## src/lst_pkg.sv

```systemverilog
// Constants and carrier types for the LCD sync timing and dot clock block
package lst_pkg;

  // Register byte offsets
  localparam logic [7:0] OFS_CTRL   = 8'h00;
  localparam logic [7:0] OFS_SYNCW  = 8'h04;
  localparam logic [7:0] OFS_PERIOD = 8'h08;
  localparam logic [7:0] OFS_HACT   = 8'h0c;
  localparam logic [7:0] OFS_VACT   = 8'h10;
  localparam logic [7:0] OFS_VACTE  = 8'h14;
  localparam logic [7:0] OFS_ODLY   = 8'h18;
  localparam logic [7:0] OFS_HMASK  = 8'h1c;
  localparam logic [7:0] OFS_MASKR  = 8'h20;
  localparam logic [7:0] OFS_PAT    = 8'h24;
  localparam logic [7:0] OFS_PATEND = 8'h40;
  localparam logic [7:0] OFS_STATUS = 8'h44;

  // Field positions shared by all two-field registers
  localparam int LO_LSB = 0;
  localparam int HI_LSB = 16;
  localparam int TW     = 12;

  localparam logic [31:0] CTRL_RST = 32'h003f_0001;

  // Standard timing figures
  localparam logic [11:0] SD_HSYNC     = 12'h07f;
  localparam logic [11:0] HD_HSYNC     = 12'h03f;
  localparam logic [11:0] NTSC_LINE    = 12'h6b4;
  localparam logic [11:0] PAL_LINE     = 12'h6bc;
  localparam logic [11:0] HD0_LINE     = 12'h35a;
  localparam logic [11:0] HD1_LINE     = 12'h360;
  localparam logic [11:0] HD2_LINE     = 12'h898;
  localparam logic [11:0] HD3_LINE     = 12'h672;
  // Vertical figures in half lines; the sync widths count lines in HD
  localparam logic [11:0] NTSC_FIELD_H = 12'h20d;
  localparam logic [11:0] PAL_FIELD_H  = 12'h271;
  localparam logic [11:0] HD0_FRAME_H  = 12'h41a;
  localparam logic [11:0] HD1_FRAME_H  = 12'h4e2;
  localparam logic [11:0] HD2_FRAME_H  = 12'h465;
  localparam logic [11:0] HD3_FRAME_H  = 12'h5dc;
  localparam logic [11:0] VSW_SIX      = 12'h006;
  localparam logic [11:0] VSW_FIVE     = 12'h005;

  localparam logic [4:0] SLAVE_HS_LAT = 5'h13;

  // Field detect methods
  localparam logic [1:0] FD_LATCH = 2'h0;
  localparam logic [1:0] FD_RAW   = 2'h1;
  localparam logic [1:0] FD_VSYNC = 2'h2;
  localparam logic [1:0] FD_PHASE = 2'h3;

  typedef struct packed {
    logic [9:0] rsvd;
    logic [5:0] pattern_length;
    logic       spare;
    logic       h_mask_sel;
    logic       line_pattern_switch;
    logic       clock_mask_enable;
    logic       pattern_type;
    logic [1:0] field_detect_method;
    logic       slave_mode;
    logic       even_length_enable;
    logic       even_start_enable;
    logic       sync_width_override;
    logic [1:0] standard_select;
    logic       definition_select;
    logic       nonstd_interlace;
    logic       timing_mode;
  } lst_ctrl_s;

  typedef struct packed {
    logic hs;
    logic vs;
    logic fd;
  } lst_sync_s;

endpackage : lst_pkg

```

## src/lst_timing.sv

```systemverilog
// LCD sync timing generator and dot clock generator with AHB-Lite registers
// Notes on behaviour
// - Non-standard interlace counts vertical interval and sync in half lines.
// - Line period is interval plus one clock; frame is interval plus one.
// - Sync widths and active windows come from programmable registers.
// - Odd fields use primary vertical values; even fields use alternates if enabled.
// - Output syncs delayed by own counts; field follows vertical; internal unshifted.
// - Standard timing mode fixes widths and intervals, ignoring registers.
// - Width override takes standard sync widths from registers, intervals kept.
// - SD standard: 127-clock hsync, 1716/1724 lines, 262.5/312.5, vsync 6/5.
// - HD standard: 63-clock hsync, lines 858/864/2200/1650 with frame periods.
// - SD interlaced vertical sync width counts in half lines.
// - Slave internal hsync asserts 19 clocks after latched external hsync.
// - NTSC/PAL slave resets vertical at hsync start or at mid-line.
// - Vertical sync after hsync assertion waits for next hsync start.
// - Non-standard interlace slave resets vertical only at hsync start.
// - PAL slave field identity has polarity opposite to NTSC.
// - Slave field from latched field, raw field, vsync, or vsync phase.
// - Phase method: vsync in first half is even, second half odd.
// - Phase method in non-standard modes always reports odd.
// - Dot clock drives the video clock pin; pixel data follows its rise in type 0, every enable in type 1.
// - Dot clock from 64-bit pattern, programmable length, alternate set.
// - Pattern type 0 gives levels; type 1 gives encoder clock enables.
// - Masking gates the dot clock outside a horizontal and vertical window.
// - Line pattern switch picks primary or alternate by culled line ID.
// - Field signal high means odd field.
`timescale 1ns/100ps
module lst_timing #(
  parameter int DLY_W = 6
) (
  // Clock and reset
  input  wire logic                  hclk,
  input  wire logic                  hresetn,
  // AHB-Lite slave
  input  wire logic                  hsel,
  input  wire logic [31:0]           haddr,
  input  wire logic [1:0]            htrans,
  input  wire logic                  hwrite,
  input  wire logic [2:0]            hsize,
  input  wire logic [31:0]           hwdata,
  input  wire logic                  hready,
  output logic                       hreadyout,
  output logic [31:0]                hrdata,
  output logic                       hresp,
  // External sync source, asynchronous pins
  input  wire lst_pkg::lst_sync_s    sync_in,
  // Line control and pixel source
  input  wire logic                  culled_line_id,
  input  wire logic [23:0]           pix_in,
  // Panel side
  output logic                       hsync_out,
  output logic                       vsync_out,
  output logic                       field_out,
  output logic                       data_valid_out,
  output logic                       hsync_int,
  output logic                       video_clock_pin,
  output logic                       dot_clock_en,
  output logic [23:0]                pix_out
);

  localparam int DEPTH = 1 << DLY_W;

  if (DLY_W < 1 || DLY_W > 8) begin : g_chk
    $error("lst_timing: DLY_W must be 1 to 8");
  end

  typedef logic [11:0] lst_t;

  typedef struct packed {
    lst_pkg::lst_ctrl_s     ctrl;
    lst_t                   hsw, vsw, lper, fper, has, hal;
    lst_t                   vas, val, vase, vale, hms, hmsa, hmr, vms;
    logic [DLY_W-1:0]       hdly, vdly;
    logic [1:0][3:0][15:0]  pat;
    logic                   ap_v, ap_w;
    logic [7:0]             ap_a;
    logic [31:0]            rdata;
    lst_pkg::lst_sync_s     s1, s2, s3, sf;
    logic [4:0]             slv_cnt;
    logic                   vpend, fd_lat, fd_ph;
    lst_t                   h, vh;
    logic                   field;
    logic [5:0]             ptr;
    logic [DEPTH-1:0]       hs_sr, vs_sr, fd_sr;
    logic                   hs_o, vs_o, fd_o, de_o, dot_clock, en;
    logic [23:0]            pix;
  } lst_state_s;

  lst_state_s s;
  lst_state_s n;

  function automatic lst_t std_line(input logic sd, input logic [1:0] sel);
    if (sd) begin
      std_line = sel[0] ? lst_pkg::PAL_LINE : lst_pkg::NTSC_LINE;
    end else begin
      case (sel)
        2'h0:    std_line = lst_pkg::HD0_LINE;
        2'h1:    std_line = lst_pkg::HD1_LINE;
        2'h2:    std_line = lst_pkg::HD2_LINE;
        default: std_line = lst_pkg::HD3_LINE;
      endcase
    end
  endfunction : std_line

  function automatic lst_t std_vhalf(input logic sd, input logic [1:0] sel);
    if (sd) begin
      std_vhalf = sel[0] ? lst_pkg::PAL_FIELD_H : lst_pkg::NTSC_FIELD_H;
    end else begin
      case (sel)
        2'h0:    std_vhalf = lst_pkg::HD0_FRAME_H;
        2'h1:    std_vhalf = lst_pkg::HD1_FRAME_H;
        2'h2:    std_vhalf = lst_pkg::HD2_FRAME_H;
        default: std_vhalf = lst_pkg::HD3_FRAME_H;
      endcase
    end
  endfunction : std_vhalf

  function automatic logic in_win(input lst_t v, input lst_t st,
                                  input lst_t len);
    in_win = (v >= st) && ({1'b0, v} < ({1'b0, st} + {1'b0, len}));
  endfunction : in_win

  // Derived timing
  logic       std, sd, pal, ilace, even, hwrap, midline, vreset;
  logic       hs_i, vs_i, de_i, vs_rise, hs_rise, fd_det, pbit, gate;
  lst_t       hmax, half, vmax, hsw_e, vsw_e, vst, vln, line, hmst;
  logic [2:0] pidx;
  logic [7:0] woff, roff;

  always_comb begin
    std   = !s.ctrl.timing_mode;
    sd    = !s.ctrl.definition_select;
    pal   = std && sd && s.ctrl.standard_select[0];
    ilace = std ? sd : s.ctrl.nonstd_interlace;
    hmax  = std ? std_line(sd, s.ctrl.standard_select) - 12'h001
                : s.lper;
    half  = 12'((13'(hmax) + 13'h0001) >> 1);
    if (std) begin
      vmax = std_vhalf(sd, s.ctrl.standard_select) - 12'h001;
    end else if (s.ctrl.nonstd_interlace) begin
      vmax = s.fper;
    end else begin
      vmax = 12'({s.fper, 1'b1});
    end
    if (std && !s.ctrl.sync_width_override) begin
      hsw_e = sd ? lst_pkg::SD_HSYNC : lst_pkg::HD_HSYNC;
      vsw_e = (s.ctrl.standard_select == 2'h0) ? lst_pkg::VSW_SIX
                                               : lst_pkg::VSW_FIVE;
      if (!sd) begin
        vsw_e = 12'({vsw_e, 1'b0});
      end
    end else begin
      hsw_e = s.hsw;
      vsw_e = ilace ? s.vsw : 12'({s.vsw, 1'b0});
    end
    line  = {1'b0, s.vh[11:1]};
    even  = ilace && !s.field;
    vst   = (even && s.ctrl.even_start_enable) ? s.vase : s.vas;
    vln   = (even && s.ctrl.even_length_enable) ? s.vale : s.val;
    hs_i  = s.h < hsw_e;
    vs_i  = s.vh < vsw_e;
    de_i  = in_win(s.h, s.has, s.hal) && in_win(line, vst, vln);
    hs_rise = s.s3.hs && (s.s2.hs == s.s3.hs) && !s.sf.hs;
    vs_rise = s.s3.vs && (s.s2.vs == s.s3.vs) && !s.sf.vs;
    hwrap   = s.ctrl.slave_mode ? (s.slv_cnt == 5'h01) || (s.h == hmax)
                                : (s.h == hmax);
    midline = (s.h == half - 12'h001);
    // Mid-line resync only for NTSC/PAL, pending reset otherwise waits
    vreset  = s.ctrl.slave_mode && s.vpend &&
              (hwrap || (midline && std && sd));
    case (s.ctrl.field_detect_method)
      lst_pkg::FD_LATCH: fd_det = s.fd_lat;
      lst_pkg::FD_RAW:   fd_det = s.sf.fd;
      lst_pkg::FD_VSYNC: fd_det = s.sf.vs;
      default:           fd_det = s.fd_ph;
    endcase
    fd_det = fd_det ^ pal;
    pidx  = {s.ctrl.line_pattern_switch & culled_line_id, s.ptr[5:4]};
    pbit  = s.pat[pidx[2]][pidx[1:0]][s.ptr[3:0]];
    hmst  = s.ctrl.h_mask_sel ? s.hmsa : s.hms;
    gate  = !s.ctrl.clock_mask_enable ||
            (in_win(s.h, hmst, s.hmr) && (line >= s.vms));
    woff  = s.ap_a - lst_pkg::OFS_PAT;
    roff  = haddr[7:0] - lst_pkg::OFS_PAT;
  end

  always_comb begin
    n = s;
    // Bus address phase, read data registered for the data phase
    n.ap_v = hsel && hready && htrans[1];
    n.ap_w = hwrite;
    n.ap_a = {haddr[7:2], 2'b00};
    if (hsel && hready && htrans[1] && !hwrite) begin
      case ({haddr[7:2], 2'b00})
        lst_pkg::OFS_CTRL:   n.rdata = s.ctrl;
        lst_pkg::OFS_SYNCW:  n.rdata = {4'h0, s.vsw, 4'h0, s.hsw};
        lst_pkg::OFS_PERIOD: n.rdata = {4'h0, s.fper, 4'h0, s.lper};
        lst_pkg::OFS_HACT:   n.rdata = {4'h0, s.hal, 4'h0, s.has};
        lst_pkg::OFS_VACT:   n.rdata = {4'h0, s.val, 4'h0, s.vas};
        lst_pkg::OFS_VACTE:  n.rdata = {4'h0, s.vale, 4'h0, s.vase};
        lst_pkg::OFS_ODLY:   n.rdata = {16'(s.vdly), 16'(s.hdly)};
        lst_pkg::OFS_HMASK:  n.rdata = {4'h0, s.hmsa, 4'h0, s.hms};
        lst_pkg::OFS_MASKR:  n.rdata = {4'h0, s.vms, 4'h0, s.hmr};
        lst_pkg::OFS_STATUS: n.rdata = {15'h0000, s.field, 4'h0, s.vh};
        default: begin
          if (haddr[7:0] >= lst_pkg::OFS_PAT &&
              haddr[7:0] <= lst_pkg::OFS_PATEND) begin
            // Read index comes from the live address, not the write latch
            n.rdata = {16'h0000, s.pat[roff[4]][roff[3:2]]};
          end else begin
            n.rdata = 32'h0000_0000;
          end
        end
      endcase
    end
    if (s.ap_v && s.ap_w) begin
      case (s.ap_a)
        lst_pkg::OFS_CTRL:   n.ctrl = lst_pkg::lst_ctrl_s'({10'h000,
                                                 hwdata[21:0]});
        lst_pkg::OFS_SYNCW:  {n.vsw, n.hsw} = {hwdata[27:16], hwdata[11:0]};
        lst_pkg::OFS_PERIOD: {n.fper, n.lper} = {hwdata[27:16], hwdata[11:0]};
        lst_pkg::OFS_HACT:   {n.hal, n.has} = {hwdata[27:16], hwdata[11:0]};
        lst_pkg::OFS_VACT:   {n.val, n.vas} = {hwdata[27:16], hwdata[11:0]};
        lst_pkg::OFS_VACTE:  {n.vale, n.vase} = {hwdata[27:16], hwdata[11:0]};
        lst_pkg::OFS_ODLY: begin
          n.hdly = hwdata[DLY_W-1:0];
          n.vdly = hwdata[16+DLY_W-1:16];
        end
        lst_pkg::OFS_HMASK:  {n.hmsa, n.hms} = {hwdata[27:16], hwdata[11:0]};
        lst_pkg::OFS_MASKR:  {n.vms, n.hmr} = {hwdata[27:16], hwdata[11:0]};
        default: begin
          if (s.ap_a >= lst_pkg::OFS_PAT && s.ap_a <= lst_pkg::OFS_PATEND) begin
            n.pat[woff[4]][woff[3:2]] = hwdata[15:0];
          end
        end
      endcase
    end
    // Pin synchronisers; a change counts once stages two and three agree
    n.s1 = sync_in;
    n.s2 = s.s1;
    n.s3 = s.s2;
    if (s.s2 == s.s3) begin
      n.sf = s.s3;
    end
    // Horizontal counter
    n.slv_cnt = (s.slv_cnt != 5'h00) ? s.slv_cnt - 5'h01 : 5'h00;
    if (s.ctrl.slave_mode && hs_rise) begin
      n.slv_cnt = lst_pkg::SLAVE_HS_LAT;
    end
    n.h = hwrap ? 12'h000 : s.h + 12'h001;
    // Vertical counter in half lines
    if (hwrap || midline) begin
      if (s.vh == vmax) begin
        n.vh = 12'h000;
        n.field = ilace ? !s.field : 1'b0;
      end else begin
        n.vh = s.vh + 12'h001;
      end
    end
    if (s.ctrl.slave_mode && vs_rise) begin
      n.vpend  = 1'b1;
      n.fd_lat = s.sf.fd;
      n.fd_ph  = !(std && sd) || (s.h >= half);
    end
    if (vreset) begin
      n.vpend = 1'b0;
      n.vh    = 12'h000;
      n.field = ilace ? fd_det : 1'b0;
    end
    // Delayed sync outputs, internal timing untouched
    n.hs_sr = {s.hs_sr[DEPTH-2:0], hs_i};
    n.vs_sr = {s.vs_sr[DEPTH-2:0], vs_i};
    n.fd_sr = {s.fd_sr[DEPTH-2:0], s.field};
    n.hs_o  = n.hs_sr[s.hdly];
    n.vs_o  = n.vs_sr[s.vdly];
    n.fd_o  = n.fd_sr[s.vdly];
    n.de_o  = de_i;
    // Dot clock pattern, pointer restarts on each line
    n.ptr = (hwrap || s.ptr == s.ctrl.pattern_length) ? 6'h00
                                                       : s.ptr + 6'h01;
    if (!s.ctrl.pattern_type) begin
      n.dot_clock = pbit & gate;
      n.en   = (pbit & gate) & !s.dot_clock;
    end else begin
      n.dot_clock = pbit & gate;
      n.en   = pbit & gate;
    end
    // Data changes with the dot clock rise in type 0, on every enabled clock in type 1
    if (n.en) begin
      n.pix = pix_in;
    end
  end

  always_ff @(posedge hclk or negedge hresetn) begin
    if (!hresetn) begin
      s      <= '0;
      s.ctrl <= lst_pkg::CTRL_RST;
    end else begin
      s <= n;
    end
  end

  assign hreadyout       = 1'b1;
  assign hresp           = 1'b0;
  assign hrdata          = s.rdata;
  assign hsync_out       = s.hs_o;
  assign vsync_out       = s.vs_o;
  assign field_out       = s.fd_o;
  assign data_valid_out  = s.de_o;
  assign hsync_int       = hs_i;
  assign video_clock_pin = s.dot_clock;
  assign dot_clock_en    = s.en;
  assign pix_out         = s.pix;

endmodule : lst_timing

```

## config.mk

```make
export PLATFORM = sky130hd
export DESIGN_NAME = lst_timing
export DESIGN_NICKNAME = d
export VERILOG_FILES = /design/src/lst_pkg.sv /design/src/lst_timing.sv
export SDC_FILE = /design/constraint.sdc
export NUM_CORES = 1
export LEC_CHECK = 0
export ABC_CLOCK_PERIOD_IN_PS = 6300
export BUFFER_PORTS_ARGS = -buffer_cell sky130_fd_sc_hd__buf_2
export CAP_MARGIN = 20
export CORE_MARGIN = 5
export CORE_UTILIZATION = 55
export DETAILED_ROUTE_END_ITERATION = 10
export HOLD_SLACK_MARGIN = 0.03
export PLACE_DENSITY = 0.73
export REMOVE_ABC_BUFFERS = 1
export SYNTH_ARGS = -nofsm -noshare
export SYNTH_HDL_FRONTEND = slang
export SYNTH_SLANG_ARGS = --single-unit
```

## constraint.sdc

```tcl
create_clock -name hclk -period 6.3 [get_ports hclk]
set_input_delay 0.315 -clock hclk [delete_from_list [all_inputs] [get_ports hclk]]
set_output_delay 0.315 -clock hclk [all_outputs]
set_load 0.02 [all_outputs]
```

=== Word level (Yosys, flattened, before mapping) ===
Cells that the tools add are included.

* Logic and storage cells: 268
* Memories: 0
* Bits in registers: 640
* Input bits: 102
* Memory bits (writable): 0
* Output and inout port bits: 65
* Bits in read-only memories: 0
* Bits in latches: 0

* Eq/ne operators: 29
* Div/mod/pow operators: 0
* Add/sub/neg operators: 13
* Multiplexer cells: 58
* Multipliers: 0
* Reduce and logical (&&, ||, !) cells: 65
* Shifts and indexed selects: 0
* Bitwise logic cells: 5
* Order comparisons: 25

{| class="wikitable"
|+ Operator list
! kind !! count
|-
| 64-bit two-way mux || 5
|-
| 28-bit case mux with 10 select lines || 1
|-
| 12-bit two-way mux || 13
|-
| 128-bit bitwise mux || 1
|-
| 16-bit binary-select mux with 2-bit select || 2
|-
| 64-bit demux with 1-bit select || 1
|-
| 16-bit two-way mux || 4
|-
| 6-bit by 3-bit == test with 1-bit output, second input constant || 8
|-
| 12-bit by 12-bit adder with 13-bit output || 3
|-
| 12-bit == test || 3
|-
| 12-bit >= comparator || 3
|-
| 12-bit case mux with 3 select lines || 1
|-
| 12-bit by 1-bit subtractor with 12-bit output, second input constant || 3
|-
| 16-bit demux with 2-bit select || 1
|-
| 1-bit logical AND || 29
|-
| 9-bit case mux with 3 select lines || 1
|-
| 12-bit by 13-bit less-than comparator with 1-bit output || 2
|-
| 13-bit two-way mux || 2
|-
| 12-bit by 1-bit adder with 12-bit output, second input constant || 2
|-
| 6-bit by 2-bit == test with 1-bit output, second input constant || 4
|-
| 11-bit by 12-bit >= comparator with 1-bit output || 2
|-
| 12-bit less-than comparator || 2
|-
| 2-bit AND reduction || 10
|-
| 1-bit binary-select mux with 6-bit select || 3
|-
| 44 further kinds || 89
|}

=== Depth between registers and ports, before layout ===
Gate-level depths: netlist of the first run.

* Depth in word-level cells: 14
* Gate-level depth with buffers: 25
* Mapped depth without buffers: 23

=== Worst setup path after synthesis of the first run ===
No wires, ideal clock.

* Path type: flip-flop to flip-flop
* Start: register s[637] in the netlist's numbering
* End: register s (netlist bit pix_out[10])
* Path slack: 742 ps
* Stages on the path, launching flop included: 24
* Clock period less this slack: 5,558 ps
* Arrival time: 5,433 ps
* Setup time: 125 ps
* Cells stage by stage: dfrtp_1 > clkbuf_1 > mux2_2 > ha_1 > fa_1 > a21o_1 > a21oi_1 > o21bai_1 > a21oi_1 > o21ai_0 > a21o_1 > a21oi_1 > xor2_1 > ha_1 > or4_1 > a211oi_1 > o21ai_0 > a31oi_1 > a211oi_1 > o21a_1 > o41a_1 > nor3_2 > buf_2 > mux2_2

* Word-level cells in the longest chain between the ends: 9
* Elaborated cells between the ends (all ways): 10
* Classes of those cells: add/sub (1); order compare (2); mux (2); bitwise (2); reduce/logical (3)

{| class="wikitable"
|+ Ends and longest elaborated chain
! what !! line !! text
|-
| start, declared || lst_timing.sv:89 || <nowiki>lst_state_s s;</nowiki>
|-
| start signal, assigned || lst_timing.sv:299 || <nowiki>s <= n;</nowiki>
|-
| 12-bit two-way mux * || lst_timing.sv:180 || <nowiki>hmst = s.ctrl.h_mask_sel ? s.hmsa : s.hms;</nowiki>
|-
| 12-bit by 12-bit adder with 13-bit output || lst_timing.sv:120 || <nowiki>in_win = (v >= st) && ({1'b0, v} < ({1'b0, st} + {1'b0, len}));</nowiki>
|-
| 12-bit by 13-bit less-than comparator with 1-bit output || lst_timing.sv:120 ||
|-
| 1-bit logical AND * || lst_timing.sv:120 ||
|-
| 1-bit logical AND * || lst_timing.sv:182 || <nowiki>(in_win(s.h, hmst, s.hmr) && (line >= s.vms));</nowiki>
|-
| 1-bit logical OR * || lst_timing.sv:181 || <nowiki>gate = !s.ctrl.clock_mask_enable ||</nowiki>
|-
| 1-bit AND * || lst_timing.sv:283, lst_timing.sv:286 ||
|-
| 1-bit AND || lst_timing.sv:283 || <nowiki>n.en = (pbit & gate) & !s.dot_clock;</nowiki>
|-
| 1-bit two-way mux * || lst_timing.sv:281 || <nowiki>if (!s.ctrl.pattern_type) begin</nowiki>
|}

Every way passes the cells marked *; elsewhere a longest branch is shown, timed or not.
A chain may end at the register's enable or synchronous reset.

=== Worst setup path after layout of the first run ===
* Start: register s[637] in the netlist's numbering
* End: register s (netlist bit pix_out[11])

The elaborated chain is that of the path after synthesis.

==> summary.md, run 1 <==
| Metric | Value |
|---|---|
| Period minus WS final | `5.87 ns` |
| Sequential fraction of the synthesis area | `47.9%` |
| Cell Area, Placed | `34400 sq um` |
| Setup TNS | `0 ns` |
| Yosys cell types | `96` |
| # rows | `90` |
| Area Overhead vs Synth | `11.5%` |
| Final worst slack | `0.434 ns` |
| CTS Sinks | `636` |
| Mean routed wirelength per cell | `26.3 um` |
| Hold/Removal Path Class | `primary input to register` |
| Share of layout cells above drive strength 1 | `30.3%` |
| Worst EP arrival | `6.35 ns` |
| Cell Area, Synth | `33300 sq um` |
| # IOs | `167` |
| Final nets | `2969` |
| Worst slack, placed | `0.527 ns` |
| Register bit total from synthesis | `636` |
| Vias per Instance | `6.46` |
| Port Buffers | `128` |
| CTS resizes | `0` |
| Max-Cap Viols | `0` |
| Hold Vio Cnt, Final | `0` |
| DRT antenna net count | `0` |
| FF-to-FF End | `pix_out[11]` |
| Initial antenna violation count | `1` |
| Final setup fails | `0` |
| Clock tree buffer depth | `3` |
| Final wirelength | `92500 um` |
| R2R Setup Slk | `0.43 ns` |
| CP max FO | `25` |
| Worst Hold End | `s[534]` |
| Clk_lat worst skew | `0.62 ns` |
| CTS Root Cell | `clkbuf_16` |
| Post-Syn Area per Cell | `12.8 sq um` |
| Area leader, netlist | `dfrtp_1` |
| Worst path bufs/invs | `1` |
| Family with the most delay on the worst path | `compound AO/OA/AOI/OAI gates` |
| Die area | `65500 sq um` |
| CP max stage delay | `0.52 ns` |
| Post-synth EDFFs | `0` |
| Post-synthesis instance total | `2606` |
| Startpoint Class | `register` |
| Clk_skew | `0.0247 ns` |
| Die Y | `256 um` |
| Synth area leaders | `dfrtp_1, mux2_2, mux4_2, ha_1, mux2i_1` |
| Pre-Repair DR Iteration Count | `9` |
| CTS Buf Count | `70` |
| Tot GR Track Use | `28.3%` |
| Critical setup path kind | `register to register` |
| Final Cycle Share | `93.1%` |
| GRT overflow | `0` |
| ANT cells | `0` |
| CP cell instances | `mux2_2, ha_1, fa_1, a21o_1, a21oi_1, o21bai_1, a21oi_1, o21ai_0, a21o_1, a21oi_1, xor2_1, ha_1, or4_1, a211oi_1, o21ai_0, a31oi_1, a211oi_1, o21a_1, o41a_1, nor3_4, buf_4, mux2_2` |
| Max frequency | `170 MHz` |
| Largest net degree at the start of global routing | `165` |
| GP Congestion | `0.943` |
| Design area | `37100 sq um` |
| Max Slew Vio Count | `0` |
| Crit-path slowest cell | `or4_1` |
| Yosys top cell area share | `47.3%` |
| Detail Placement HPWL | `62700 um` |
| Asr flop ratio synth | `100%` |
| Starting Density | `55.3%` |
| Hold Path Depth | `2` |
| Final Util | `61.7%` |
| Die W | `256 um` |
| Worst hold start | `hwdata[23]` |
| Ys Warns | `0` |
| Slew headroom | `21.6%` |
| CTS clk-pin slew, worst paths | `0.06 ns` |
| Hold-fix buffer count after cts | `36` |
| Worst EP required | `6.78 ns` |
| Worst r2r src | `s[637]` |
| Fillers | `4614` |
| Main flop type after synthesis | `dfrtp_1` |
| Core area | `60100 sq um` |
| Critical Path Sink Type | `register` |
| Static Leakage | `17.3 nW` |
| Max VDD drop | `0.319 mV` |
| RSZ-0062 raised after global routing | `false` |
| First-pass GRT wire length | `145000 um` |
| Vias in the first global route | `24.0k` |
| Pwr Density | `313 nW/um^2` |
| DR iter-0 viols | `2162` |
| Worst-Margin Slew | `1.17 ns` |
| Residual DRC count | `0` |
| Worst R2R Path Depth | `22` |
| CTS tree | `yes` |
| Clock H-tree levels | `3` |
| Vias | `22.8k` |
| Most used cell, CP | `a21oi_1` |
| Status | `completed` |
| Post-CTS Setup Bufs | `0` |
## power breakdown
part / internal, mW / switching, mW
Combinational: 1.12 / 1.21
Sequential: 4.60 / 0.513
Clock: 2.43 / 1.74
## sequential cells by signal, indices dropped and copies added (netlist names)
| register | cells |
|---|---|
| hsync_out | 1 |
| line | 11 |
| field_out | 1 |
| video_clock_pin | 1 |
| s | 369 |
| pidx | 2 |
| pix_out | 24 |
| vsync_out | 1 |
| data_valid_out | 1 |
| n | 196 |
| hrdata | 28 |
| dot_clock_en | 1 |
## how the worst max path moves through the flow
stage | endpoint | cells past startpoint | start | slack (ns)
after floorplan | pix_out[0] | 21 | s[637] | 0.1
after global placement | pix_out[6] | 22 | s[637] | 0.63
after detailed placement | pix_out[5] | 22 | s[637] | 0.53
after CTS | pix_out[11] | 22 | s[637] | 0.47
after global routing | pix_out[11] | 22 | s[637] | 0.10
final | pix_out[11] | 22 | s[637] | 0.43
## through the flow
| stage | total power, mW | hold slack, ns | cells |
|---|---|---|---|
| 5_1_grt | 12.1 | 0.0434 | 3525 |
| 3_3_place_gp | 7.31 | 0.335 | 3366 |
| 3_5_place_dp | 7.44 | 0.337 | 3367 |
| 4_1_cts | 11.7 | 0.0324 | 3525 |
| 6_report | 11.6 | 0.0600 | 3525 |
| 2_1_floorplan | 6.52 | 0.0194 | 2411 |
## cell usage in the layout, fill, tap and decap left out, types with 14 or more instances in the layout
master / count
mux4_2: 133
buf_4: 41
a22oi_1: 27
nor2_1: 85
o21a_1: 16
clkbuf_16: 70
nor2b_1: 18
a21oi_1: 76
o21ai_0: 87
dlygate4sd3_1: 36
buf_2: 127
nand2_1: 140
mux2i_1: 85
xor2_1: 41
a21o_1: 60
a221oi_1: 17
and3_1: 20
nand2b_1: 22
nor3_1: 14
mux2_2: 361
dfrtp_1: 628
clkbuf_8: 16
ha_1: 171
xnor2_1: 56
inv_1: 85
nand3_1: 25
## layer usage
metal | track usage, % | wire length, um | share of wire (%)
met1 | 39.0 | 38100 | 41
met2 | 45.3 | 43800 | 47
met3 | 4.67 | 6680 | 7.2
met4 | 11.3 | 3940 | 4.3
met5 | 0 | 0 | 0
## kinds of logic after synthesis
logic type,after synthesis,synth area share [%]
simple gates,401,6.03
buf+inv,289,4.07
other cells,2,0.0226
fa+ha+maj,174,6.61
xor+xnor,99,2.63
mux,579,23.8
compound gates,426,9.01
flops,636,47.9
## cell type report
cell class	count	area, sq um	area share, %
multi-input combinational	1685	16100	43.3
sequential	636	15900	42.9
clock buffer	99	2020	5.44
timing repair buffer	210	1430	3.84
tap	782	978	2.64
clock inverter	23	344	0.927
inverter	90	338	0.910
## worst reg2reg max path: cells and delay by family (launching register included)
family | cells | cell delay, ns
flops | 1 | 0.43
buf+inv | 1 | 0.33
mux | 2 | 0.78
fa+ha+maj | 3 | 0.83
simple gates | 2 | 0.71
xor+xnor | 1 | 0.10
compound gates | 13 | 2.57
## cells in the mapped netlist (11+ instances only)
library cell	instances
nand3_1	25
mux2i_1	85
a21oi_1	76
ha_1	171
o21a_1	16
xnor2_1	56
a221oi_1	17
mux2_2	361
and3_1	20
a22oi_1	27
nand2_1	140
a211oi_1	11
o21bai_1	11
nand2b_1	23
mux4_2	133
a21o_1	60
nor2_1	90
o2111a_1	12
buf_1	18
nor3_1	15
xor2_1	42
inv_1	85
buf_4	60
a22o_1	13
dfrtp_1	629
buf_2	16
nor2b_1	18
clkbuf_1	101
o21ai_0	87
Note: power is estimated with default switching activity, not from simulation.
==> inputs of run 2 (changes only) <==
Settings changed: RECOVER_POWER set to 100.
==> run 2 against run 1 <==
Cell count did not move. Global-route usage stayed put. Clock-buffer cell count unchanged. Die area stayed put. Largest cell class unchanged. The run now ends with max-capacitance violations, max-slew violations left. Design area is 0.54% lower. Clock skew is essentially flat. Non-clock buffer count did not move. Register-to-register slack is essentially flat. Clock power hardly changed. Critical path type unchanged. Core utilization is 0.33 points lower.
==> summary.md, run 2 (synthesis gave the netlist of run 1 again) <==
| Metric | Value |
|---|---|
| DRT antenna net count | `0` |
| CTS clk-pin slew, worst paths | `0.06 ns` |
| Commonest non-fill, non-tap cell in the layout | `dfrtp_1` |
| Status | `finished with violations` |
| GP Congestion | `0.943` |
| Starting Density | `55.3%` |
| Worst r2r src | `s[637]` |
| Port Buffers | `128` |
| # IOs | `167` |
| ANT cells | `0` |
| GRT overflow | `0` |
| Worst hold start | `hwdata[23]` |
| Failing checks | `max-capacitance violations, max-slew violations` |
| Slew headroom | `-214%` |
| Max frequency | `170 MHz` |
| Part of the power in registers | `44.3%` |
| Pwr Density | `314 nW/um^2` |
| Most frequent cells in the layout | `dfrtp_1, mux2_2, ha_1` |
| RSZ-0062 raised after global routing | `false` |
| CTS tree | `yes` |
| CTS Buf Count | `70` |
| First-pass GRT wire length | `145000 um` |
| Clock tree buffer depth | `3` |
| Initial antenna violation count | `1` |
| Top reg by flops | `s` |
| Clock H-tree levels | `3` |
| Share of layout cells above drive strength 1 | `26.6%` |
| Critical Path Sink Type | `register` |
| Worst-Margin Slew | `4.71 ns` |
| Largest net degree at the start of global routing | `165` |
| Die Y | `256 um` |
| Static Leakage | `17.0 nW` |
| Area Overhead vs Synth | `10.9%` |
| Startpoint Class | `register` |
| Max reg flops | `369` |
| Max-Cap Viols | `13` |
| # rows | `90` |
| Hold/Removal Path Class | `primary input to register` |
| Final Cycle Share | `93.3%` |
| Switching share of power | `29.8%` |
| CTS Root Cell | `clkbuf_16` |
| Die W | `256 um` |
| Worst EP arrival | `6.36 ns` |
| Critical Path Source | `s[637]` |
| Post-CTS Setup Bufs | `0` |
| DR iter-0 viols | `2085` |
| Max VDD drop | `0.322 mV` |
| Clock share of power | `36.0%` |
| Clk_lat worst skew | `0.63 ns` |
| Core area | `60100 sq um` |
| Period minus WS final | `5.88 ns` |
| Tot GR Track Use | `28.3%` |
| Clk_skew | `0.0248 ns` |
| Critical setup path kind | `register to register` |
| Final nets | `2969` |
| Cell Area, Placed | `34400 sq um` |
| Design area | `36900 sq um` |
| Max Slew Vio Count | `414` |
| Vias | `22.8k` |
| Detail Placement HPWL | `62700 um` |
| Residual DRC count | `0` |
| Worst EP required | `6.78 ns` |
| Internal power | `8.12 mW` |
| CP max FO | `25` |
| Combinational power share | `19.8%` |
| Vias in the first global route | `24.0k` |
| Net Switching | `3.45 mW` |
| Mean routed wirelength per cell | `26.3 um` |
| Die area | `65500 sq um` |
| Pre-Repair DR Iteration Count | `6` |
| Setup TNS | `0 ns` |
| Final Util | `61.4%` |
| Final wirelength | `92600 um` |
| Hold Vio Cnt, Final | `0` |
| Vias per Instance | `6.46` |
| Final setup fails | `0` |
| CTS Sinks | `636` |
## run 2: what timing repair did
action,in CTS,in global routing
endpoints found under the hold margin,146,0
hold buffers,36,0
resized for setup,0,0
## run 2: per-layer routing
layer	GRT usage, %	vias to the layer above	wire length [um]
met5	0	-	0
met4	11.3	0	4060
met3	4.67	221	6900
met2	45.3	967	43900
met1	39.0	11900	37800
li1	-	9710	-
## run 2: power groups by stage
stage	registers [mW]	logic [mW]	clock network, mW
2_1_floorplan	5.12	1.40	0
3_3_place_gp	5.14	2.17	0
3_5_place_dp	5.16	2.27	0
4_1_cts	5.11	2.31	4.23
5_1_grt	5.18	2.49	4.41
6_report	5.12	2.29	4.16
## run 2: cell type report
type | instances | area, sq um
Sequential cell | 636 | 15900
Clock buffer | 99 | 2020
Fill cell | 4669 | 23200
Multi-Input combinational cell | 1685 | 16000
Inverter | 90 | 338
Tap cell | 782 | 978
Timing Repair Buffer | 210 | 1270
Clock inverter | 23 | 344
## run 2: final timing paths
check / to / slack (ns) / cells after the start
max reg2reg: pix_out[11] / 0.42 / 22
min: s[486] / 0.06 / 2
max: pix_out[11] / 0.42 / 22
max in group asynchronous: n[268] / 1.52 / 3
min in group asynchronous: n[148] / 2.07 / 2
min reg2reg: n[266] / 0.35 / 0
## run 2: metrics by stage
step,hold slack (ns),setup slack (ns),instances,power [mW]
CTS,0.0324,0.473,3525,11.7
floorplan,0.0194,0.0979,2411,6.52
finish,0.0555,0.420,3525,11.6
global route,0.0434,0.0916,3525,12.1
detailed placement,0.337,0.527,3367,7.44
global placement,0.335,0.631,3366,7.31
## run 2: critical path, stage by stage, from the launching register on
cell and delay (ns):
dfrtp_1 0.43, mux2_1 0.39, ha_1 0.23, fa_1 0.41, a21o_1 0.17, a21oi_1 0.25, o21bai_1 0.11, a21oi_1 0.23
o21ai_0 0.19, a21o_1 0.22, a21oi_1 0.21, xor2_1 0.10, ha_1 0.20, or4_1 0.52, a211oi_1 0.20, o21ai_0 0.13
a31oi_1 0.21, a211oi_1 0.08, o21a_1 0.11, o41a_1 0.45, nor3_4 0.19, buf_4 0.33, mux2_2 0.39
